<file path="src/lcis_pkg.sv">
package lcis_pkg;
  localparam int unsigned LINES = 4;
  localparam int unsigned SEL_W = 6;
  localparam int unsigned SRC_N = 64;
  localparam int unsigned EN_W = 8;
  localparam int unsigned ADDR_W = 8;
  localparam int unsigned DATA_W = 32;
  localparam logic [7:0] OFS_SEL0 = 8'h00;
  localparam logic [7:0] OFS_SEL1 = 8'h04;
  localparam logic [7:0] OFS_SEL2 = 8'h08;
  localparam logic [7:0] OFS_SEL3 = 8'h0C;
  localparam logic [7:0] OFS_GATE_EN = 8'h10;
  localparam logic [7:0] OFS_POL = 8'h14;
  localparam int unsigned POL_BIT = 0;
  localparam int unsigned TRUE_POS = 1;
  localparam int unsigned INV_POS = 0;
  localparam logic [31:0] PRDATA_RST = 32'h0000_0000;
endpackage

</file>
<file path="src/lcis_cfg_if.sv">
`timescale 1ns/100ps
`default_nettype none
interface lcis_cfg_if;
  logic [lcis_pkg::SEL_W-1:0] sel [lcis_pkg::LINES];
  logic [lcis_pkg::EN_W-1:0] en;
  logic pol;
  logic [lcis_pkg::SRC_N-1:0] src;
  logic [lcis_pkg::LINES-1:0] data;
  logic gate_out;
  modport regs (output sel, output en, output pol, input src, input data, input gate_out);
  modport mux (input sel, output src, output data);
  modport gate (input data, input en, input pol, output gate_out);
endinterface
`default_nettype wire

</file>
<file path="src/lcis_src_mux.sv">
`timescale 1ns/100ps
`default_nettype none
module lcis_src_mux #(
  parameter int unsigned SRC_N = lcis_pkg::SRC_N,
  parameter int unsigned LINES = lcis_pkg::LINES
) (
  input wire logic i_clk,
  input wire logic i_rst,
  input wire logic [SRC_N-1:0] i_sources,
  lcis_cfg_if.mux cfg
);
  logic [SRC_N-1:0] meta;
  logic [SRC_N-1:0] synced;

  // Sources arrive from outside the clock domain and pass two flops first.
  always_ff @(posedge i_clk)
  begin
    if (i_rst)
    begin
      meta <= '0;
      synced <= '0;
    end
    else
    begin
      meta <= i_sources;
      synced <= meta;
    end
  end

  assign cfg.src = synced;

  for (genvar g = 0; g < LINES; g++)
  begin : g_line
    assign cfg.data[g] = synced[cfg.sel[g]];
  end
endmodule // lcis_src_mux
`default_nettype wire

</file>
<file path="src/lcis_gate.sv">
`timescale 1ns/100ps
`default_nettype none
module lcis_gate #(
  parameter int unsigned LINES = lcis_pkg::LINES
) (
  input wire logic i_clk,
  input wire logic i_rst,
  lcis_cfg_if.gate cfg
);
  logic [LINES-1:0] term;
  logic raw;

  for (genvar g = 0; g < LINES; g++)
  begin : g_term
    assign term[g] = (cfg.en[2*g+lcis_pkg::TRUE_POS] & cfg.data[g])
      | (cfg.en[2*g+lcis_pkg::INV_POS] & ~cfg.data[g]);
  end

  // The gate ORs every enabled form; with nothing enabled the OR is zero and the output equals the polarity bit.
  assign raw = |term;
  assign cfg.gate_out = raw ^ cfg.pol;
endmodule // lcis_gate
`default_nettype wire

</file>
<file path="src/lcis_top.sv">
// How it works
// Selector one field routes source to line one.
// Selector two field routes source to line two.
// Selector three field routes source to line three.
// Selector four field routes source to line four.
// Selector bits 7-6 read zero, ignore writes.
// Config keeps contents across ordinary reset.
// True and inverted enables gate each line.
// Polarity bit inverts first gate output.
// New settings apply at write edge.
`timescale 1ns/100ps
`default_nettype none
module lcis_top #(
  parameter int unsigned SRC_N = lcis_pkg::SRC_N,
  parameter int unsigned LINES = lcis_pkg::LINES
) (
  input wire logic I_CLK,
  input wire logic I_RST,
  input wire logic I_PSEL,
  input wire logic I_PENABLE,
  input wire logic I_PWRITE,
  input wire logic [lcis_pkg::ADDR_W-1:0] I_PADDR,
  input wire logic [lcis_pkg::DATA_W-1:0] I_PWDATA,
  input wire logic [3:0] I_PSTRB,
  output logic [lcis_pkg::DATA_W-1:0] O_PRDATA,
  output logic O_PREADY,
  output logic O_PSLVERR,
  input wire logic [SRC_N-1:0] I_SOURCES,
  output logic [LINES-1:0] O_DATA_LINE,
  output logic O_GATE_A
);
  lcis_cfg_if cfg ();

  logic [lcis_pkg::SEL_W-1:0] sel [LINES];
  logic [lcis_pkg::EN_W-1:0] gate_en;
  logic gate_a_output_invert;
  logic setup;
  logic access;
  logic wr;
  logic sel_hit;
  logic [1:0] sel_idx;
  logic hit;
  logic [lcis_pkg::DATA_W-1:0] next_rdata;

  assign setup = I_PSEL && !I_PENABLE;
  assign access = I_PSEL && I_PENABLE;
  assign wr = access && I_PWRITE && I_PSTRB[0];
  assign sel_hit = (I_PADDR[7:4] == 4'h0) && (I_PADDR[1:0] == 2'b00);
  assign sel_idx = I_PADDR[3:2];
  assign hit = sel_hit || (I_PADDR == lcis_pkg::OFS_GATE_EN)
    || (I_PADDR == lcis_pkg::OFS_POL);

  // Configuration storage has no reset term: it powers up unknown and rides
  // through the ordinary reset untouched.
  always_ff @(posedge I_CLK)
  begin
    for (int i = 0; i < LINES; i++)
    begin
      if (wr && sel_hit && (sel_idx == i[1:0]))
      begin
        sel[i] <= I_PWDATA[lcis_pkg::SEL_W-1:0];
      end
    end
  end

  always_ff @(posedge I_CLK)
  begin
    if (wr && (I_PADDR == lcis_pkg::OFS_GATE_EN))
    begin
      gate_en <= I_PWDATA[lcis_pkg::EN_W-1:0];
    end
  end

  always_ff @(posedge I_CLK)
  begin
    if (wr && (I_PADDR == lcis_pkg::OFS_POL))
    begin
      gate_a_output_invert <= I_PWDATA[lcis_pkg::POL_BIT];
    end
  end

  for (genvar g = 0; g < LINES; g++)
  begin : g_cfg
    assign cfg.sel[g] = sel[g];
  end
  assign cfg.en = gate_en;
  assign cfg.pol = gate_a_output_invert;

  always_comb
  begin
    next_rdata = lcis_pkg::PRDATA_RST;
    if (sel_hit)
    begin
      next_rdata[lcis_pkg::SEL_W-1:0] = sel[sel_idx];
    end
    else if (I_PADDR == lcis_pkg::OFS_GATE_EN)
    begin
      next_rdata[lcis_pkg::EN_W-1:0] = gate_en;
    end
    else if (I_PADDR == lcis_pkg::OFS_POL)
    begin
      next_rdata[lcis_pkg::POL_BIT] = gate_a_output_invert;
    end
  end

  // Read data is captured in the setup cycle so the access phase needs no wait.
  always_ff @(posedge I_CLK)
  begin
    if (I_RST)
    begin
      O_PRDATA <= lcis_pkg::PRDATA_RST;
    end
    else if (setup && !I_PWRITE)
    begin
      O_PRDATA <= next_rdata;
    end
  end

  assign O_PREADY = 1'b1;
  assign O_PSLVERR = access && !hit;

  lcis_src_mux #(
    .SRC_N(SRC_N),
    .LINES(LINES)
  ) u_mux (
    .i_clk(I_CLK),
    .i_rst(I_RST),
    .i_sources(I_SOURCES),
    .cfg(cfg.mux)
  );

  lcis_gate #(
    .LINES(LINES)
  ) u_gate (
    .i_clk(I_CLK),
    .i_rst(I_RST),
    .cfg(cfg.gate)
  );

  assign O_DATA_LINE = cfg.data;
  assign O_GATE_A = cfg.gate_out;
endmodule // lcis_top
`default_nettype wire

</file>
<file path="config.mk">
export PLATFORM = sky130hd
export DESIGN_NAME = lcis_top
export DESIGN_NICKNAME = d
export VERILOG_FILES = /design/src/lcis_pkg.sv /design/src/lcis_cfg_if.sv /design/src/lcis_src_mux.sv /design/src/lcis_gate.sv /design/src/lcis_top.sv
export SDC_FILE = /design/constraint.sdc
export NUM_CORES = 1
export LEC_CHECK = 0
export BUFFER_PORTS_ARGS = -buffer_cell sky130_fd_sc_hd__buf_2
export CAP_MARGIN = 20
export CORE_MARGIN = 2
export CORE_UTILIZATION = 40
export DETAILED_ROUTE_END_ITERATION = 12
export PLACE_DENSITY = 0.6
export SLEW_MARGIN = 20
export SYNTH_ARGS = -nofsm -noshare
export SYNTH_HDL_FRONTEND = slang
export SYNTH_HIERARCHICAL = 1
export SYNTH_SLANG_ARGS = --single-unit
</file>
<file path="constraint.sdc">
create_clock -name I_CLK -period 4.8 [get_ports I_CLK]
set_clock_uncertainty 0.1 [all_clocks]
set_input_delay 0.24 -clock I_CLK [delete_from_list [all_inputs] [get_ports I_CLK]]
set_output_delay 0.24 -clock I_CLK [all_outputs]
set_load 0.02 [all_outputs]
</file>
# Word-level counts from Yosys, hierarchy flattened
# Memories as Yosys holds them, arrays and structs flattened.
# Index checks and enable logic that the tools add are counted.
# classes
n_addsub	0
n_reduce_logical	26
shifts	0
div	0
n_bitwise	17
eq_ne	5
mul	0
order_cmp	4
mux	30
# op_table
cell	n
less-than comparator 6 x 7 -> 1 bit (second input constant)	4
binary-select mux 1 bit (select 6 bit)	4
2-to-1 mux 6 bit	4
OR reduction 6 bit	3
2-to-1 mux 1 bit	17
== test 8 x 5 -> 1 bit (second input constant)	2
logical AND 1 bit	14
bitwise AND 1 bit	8
2-to-1 mux 2 bit	4
2-to-1 mux 7 bit	1
== test 2 bit (second input constant)	2
logical NOT 2 bit	2
logical NOT 4 bit	1
inverter 1 bit	4
bitwise OR 1 bit	4
OR reduction 4 bit	1
logical NOT 1 bit	3
== test 2 x 1 -> 1 bit (second input constant)	1
logical OR 1 bit	2
bitwise XOR 1 bit	1
# totals
input_bits	113
regBits	145
ramBits	24
out_inout_bits	39
word_cells	88
mem_bits_ro	0
memories	1
latchBits	0
# mem_list
name	depth	width	rd	rd_ports_with_merged_regs	wr	line	text
sel	4	6	5	0	1	lcis_top.sv:34	logic [lcis_pkg::SEL_W-1:0] sel [LINES];

# Depth between registers and ports, before layout
# depth
ltp_word	11
mapped_depth	10
mapped_depth_nobuf	8

# Hierarchy
# Netlist, hierarchy kept.
# by_module_without_submodules
module	cells_per_inst	n_inst	seq_area_each_um2	area_each_um2
lcis_src_mux	450	1	2562.5	5634.2
lcis_top	132	1	1151.1	1891.8
lcis_gate	6	1	0.0	55.1

# Worst setup path after synthesis
# No wires, ideal clock.
# synth_timing
path_kind	flip-flop to output port
from	mem sel[0][0] in the netlist's numbering
to	out O_GATE_A
arrival_time_ns	2.723
path_slack_ns	1.737
required_ns	4.460
path_stages_with_launch	10
n_path_buf	2
path_cell_list	edfxtp_1 buf_6 buf_6 mux4_2 mux2i_1 a211o_1 a211oi_1 mux2i_1 nand4_1 xor2_1
# synth_lines
item	line	text
from (decl)	lcis_top.sv:34	
to (decl)	lcis_top.sv:30	output logic O_GATE_A

==> impl_metrics.prom <==
# TYPE chip_impl_metric gauge
chip_impl_metric{name="total_negative_slack",unit="ns"} 0
chip_impl_metric{name="hold-path-cell-count",unit=""} 4
chip_impl_metric{name="yosysTopAreaCellShare",unit="%"} 35.9
chip_impl_metric{name="clock.fmax",unit="GHz"} 0.259
chip_impl_info{name="hold_class",value="primary input to flop"} 1
chip_impl_metric{name="clock_power_share",unit="%"} 43.2
chip_impl_metric{name="path_max_fanout",unit=""} 14
chip_impl_metric{name="switching_share",unit="%"} 22.4
chip_impl_metric{name="clock_input_transition_at_the_sequential_cells_of_the_worst_setup_and_hold_paths",unit="ns"} 0.07
chip_impl_metric{name="cts_made_buffers",unit=""} 17
chip_impl_metric{name="arrival",unit="ns"} 3.53
chip_impl_metric{name="post_route_cells_drive_above_1_share",unit="%"} 28.6
chip_impl_metric{name="antenna_violations_before_repair",unit=""} 0
chip_impl_metric{name="clkSinkCount",unit=""} 169
chip_impl_info{name="most_area_consuming_cells_after_synthesis",value="dfxtp_1 36%, mux4_2 19%, edfxtp_1 13%, nor2b_1 11%, buf_4 2.6%"} 1
chip_impl_metric{name="synth.lib_cells_used.distinct",unit=""} 49
chip_impl_info{name="type_of_element_launching_the_critical_path",value="flop"} 1
chip_impl_metric{name="post_synth_instance_area",unit="um2"} 7580
chip_impl_info{name="commonest_non_fill_non_tap_cells_in_the_layout",value="137 x nor2b_1, 136 x dfxtp_1, 98 x buf_2"} 1
chip_impl_metric{name="setup.reg_to_reg.worst_slack",unit="ns"} 2.71
chip_impl_metric{name="synth_area_per_cell",unit="um2"} 12.9
chip_impl_info{name="cts_tree",value="done"} 1
chip_impl_metric{name="synth_warnings",unit=""} 6
chip_impl_metric{name="seqPwrFrac",unit="%"} 49.3
chip_impl_info{name="yosysTopAreaCell",value="dfxtp_1"} 1
chip_impl_metric{name="top_level_ports",unit=""} 152
chip_impl_metric{name="finalNonFillerCells",unit=""} 993
chip_impl_metric{name="place.detailed.hpwl",unit="mm"} 12.0
chip_impl_metric{name="die_area",unit="um2"} 20100
chip_impl_metric{name="switching_power",unit="mW"} 0.693
chip_impl_metric{name="drt_wl_total",unit="mm"} 17.1
chip_impl_metric{name="grt_overflow_total",unit=""} 0
chip_impl_metric{name="worst_slew_pin_slew",unit="ns"} 1.13
chip_impl_metric{name="cts-root-to-sink-buffers",unit=""} 2
chip_impl_info{name="critical_register_to_register_path_startpoint",value="sel[3][0]"} 1
chip_impl_metric{name="n_antenna_cell",unit=""} 0
chip_impl_metric{name="row_count",unit=""} 50
chip_impl_metric{name="internal_power_summed_over_all_cells",unit="mW"} 2.40
chip_impl_metric{name="report.final.hold_viol_count",unit=""} 0
chip_impl_metric{name="critPathRequiredTime",unit="ns"} 4.46
chip_impl_metric{name="nFillCells",unit=""} 1625
chip_impl_metric{name="max-vdd-ir-drop",unit="uV"} 227
chip_impl_metric{name="synth_edf_count",unit=""} 33
chip_impl_metric{name="dpl.cell_count",unit=""} 887
chip_impl_metric{name="syn_to_final_growth",unit="%"} 25.2
chip_impl_metric{name="remaining_drc_errors",unit=""} 0
chip_impl_metric{name="totalPowerFinal",unit="mW"} 3.10
chip_impl_metric{name="leakagePower",unit="nW"} 3.68
chip_impl_info{name="setup.worst_path.class",value="flop to output port"} 1
chip_impl_info{name="timing.rr.end",value="O_PRDATA[0]"} 1
chip_impl_metric{name="cts_setup_buffers",unit=""} 0
chip_impl_metric{name="count_of_max_cap_constraint_violations",unit=""} 0
chip_impl_metric{name="reg2reg_depth",unit=""} 4
chip_impl_metric{name="vias_in_the_first_global_route",unit=""} 4984
chip_impl_metric{name="synth.ff_latch_count",unit=""} 169
chip_impl_info{name="ys.flop_type",value="dfxtp_1"} 1
chip_impl_metric{name="port_buffers",unit=""} 99
chip_impl_metric{name="fin_crit_sh",unit="%"} 80.5
chip_impl_metric{name="htreeDepth",unit=""} 4
chip_impl_info{name="final_common_cell",value="nor2b_1"} 1
chip_impl_info{name="cts_root_buf",value="clkbuf_16"} 1
chip_impl_metric{name="power_density",unit="nW/um2"} 326
chip_impl_metric{name="slew-limit-headroom",unit="%"} 24.4
chip_impl_metric{name="grt_pass1_wl",unit="mm"} 26.4
chip_impl_info{name="hold_path.startpoint",value="I_PADDR[0]"} 1
chip_impl_metric{name="route.detailed.wl_per_inst",unit="um"} 17.2
chip_impl_metric{name="grt.total_usage",unit="%"} 17.4
chip_impl_metric{name="ys_seq_area_share",unit="%"} 49.0
chip_impl_metric{name="cts.repair.resized",unit=""} 0
chip_impl_metric{name="floorplan.initialDensity",unit="%"} 40.7
chip_impl_info{name="grt_setup_unrepaired",value="no"} 1
chip_impl_metric{name="dr_total_vias",unit=""} 5146
chip_impl_info{name="min_delay_worst_endpoint",value="O_PRDATA[6]"} 1
chip_impl_metric{name="setup_viol",unit=""} 0
chip_impl_metric{name="final_nets",unit=""} 859
chip_impl_metric{name="worstSkewPairLatency",unit="ns"} 0.42
chip_impl_metric{name="postRouteAntennaNets",unit=""} 0
chip_impl_metric{name="comb_power_share",unit="%"} 7.5
chip_impl_metric{name="drt_first_pass_iters",unit=""} 4
chip_impl_metric{name="die_height",unit="um"} 142
chip_impl_metric{name="coreArea",unit="um2"} 18600
chip_impl_metric{name="floorplan.die.width",unit="um"} 142
chip_impl_metric{name="finalWorstPathRequiredPeriod",unit="ns"} 3.87
chip_impl_info{name="end_kind",value="output port"} 1
chip_impl_metric{name="grt_max_degree",unit=""} 94
chip_impl_metric{name="asyncSetResetFlopFracSynth",unit="%"} 0
chip_impl_metric{name="gp_routability_congestion",unit=""} 0.896
chip_impl_metric{name="post_synth_inst_count",unit=""} 588
chip_impl_metric{name="drt_iter0_markers",unit=""} 307
chip_impl_metric{name="routed_via_density",unit=""} 5.18
chip_impl_metric{name="cts.hold.buffers_added",unit=""} 72
chip_impl_info{name="result_of_the_run",value="finished, final reports clean"} 1
chip_impl_metric{name="max_slew_violation_count",unit=""} 0
[worst max path at each step]
stage	endpoint	slack, ns	start	depth (start not counted)
after detailed placement	O_GATE_A	1.21	sel[0][0]	8
after global placement	O_GATE_A	1.26	sel[0][0]	8
after floorplan	O_GATE_A	1.74	sel[0][0]	9
final	O_GATE_A	0.93	sel[3][0]	9
after global routing	O_GATE_A	0.66	sel[3][0]	9
after CTS	O_GATE_A	0.73	sel[0][0]	8
[metal layers]
| layer | vias up | wire length [um] | track usage (%) |
|---|---|---|---|
| met1 | 2532 | 7410 | 21.9 |
| met2 | 187 | 8550 | 30.2 |
| met3 | 13 | 970 | 3.61 |
| met4 | 0 | 179 | 5.37 |
| li1 | 2414 | - | - |
| met5 | - | 0 | 0 |
[stage by stage]
step                hold slack (ns)  area, um2  setup slack (ns)  utilization (%)
global route                 0.0944       9490             0.659             50.9
floorplan                     0.239       7670              1.74                -
CTS                          0.0840       9450             0.734             50.7
finish                       0.0975       9490             0.934             50.9
detailed placement            0.321       8140              1.21             43.6
global placement              0.327       8100              1.26             43.4
[flip-flops by register name, indices dropped and copies added, names as in the netlist]
register	count
u_mux/meta	64
u_mux/cfg.src	64
cfg.en	8
O_PRDATA	8
sel	24
cfg.pol	1
[critical path, stage by stage (launching register included)]
cell and delay (ns):
edfxtp_1 0.98, mux4_2 0.60, nor2b_1 0.15, a2111oi_2 0.35, o22ai_1 0.11, and3_1 0.23
mux2i_1 0.21, nand4_1 0.13, xor2_1 0.16, buf_2 0.19
[synthesized netlist by cell type (10+ instances only)]
library cell,instances
mux2i_1,18
buf_4,26
inv_1,10
clkbuf_1,19
dfxtp_1,136
nand4_1,10
nor2b_1,137
nor2_1,14
mux4_2,63
nand2_1,10
buf_2,10
edfxtp_1,33
[kinds of logic after synthesis]
family                    after synthesis  share of synthesized area (%)
and+or+nand+nor                       204                           16.7
DFF                                   169                           49.0
muxes                                  93                           23.9
buffers and inverters                  73                           5.76
AOI/OAI and AO/OA                      46                           4.52
other                                   2                         0.0991
xor gates and xnor gates                1                          0.116
[power groups by stage]
| stage | Sequential, mW | Clock [mW] | Combinational, mW |
|---|---|---|---|
| finish | 1.53 | 1.34 | 0.232 |
| global route | 1.53 | 1.42 | 0.253 |
| CTS | 1.53 | 1.37 | 0.232 |
| detailed placement | 1.56 | 0 | 0.187 |
| global placement | 1.56 | 0 | 0.183 |
| floorplan | 1.55 | 0 | 0.141 |
[final cells by class]
type                       instances  area [um2]  area share, %
clock buffer                      19         464           4.89
sequential                       169        3710           39.1
clock inverter                    13         128           1.34
multi-input combinational        369        3530           37.2
inverter                          10        37.5          0.396
timing repair buffer             179        1330           14.0
tap                              234         293           3.09
Power figures use the tool's default switching activity.
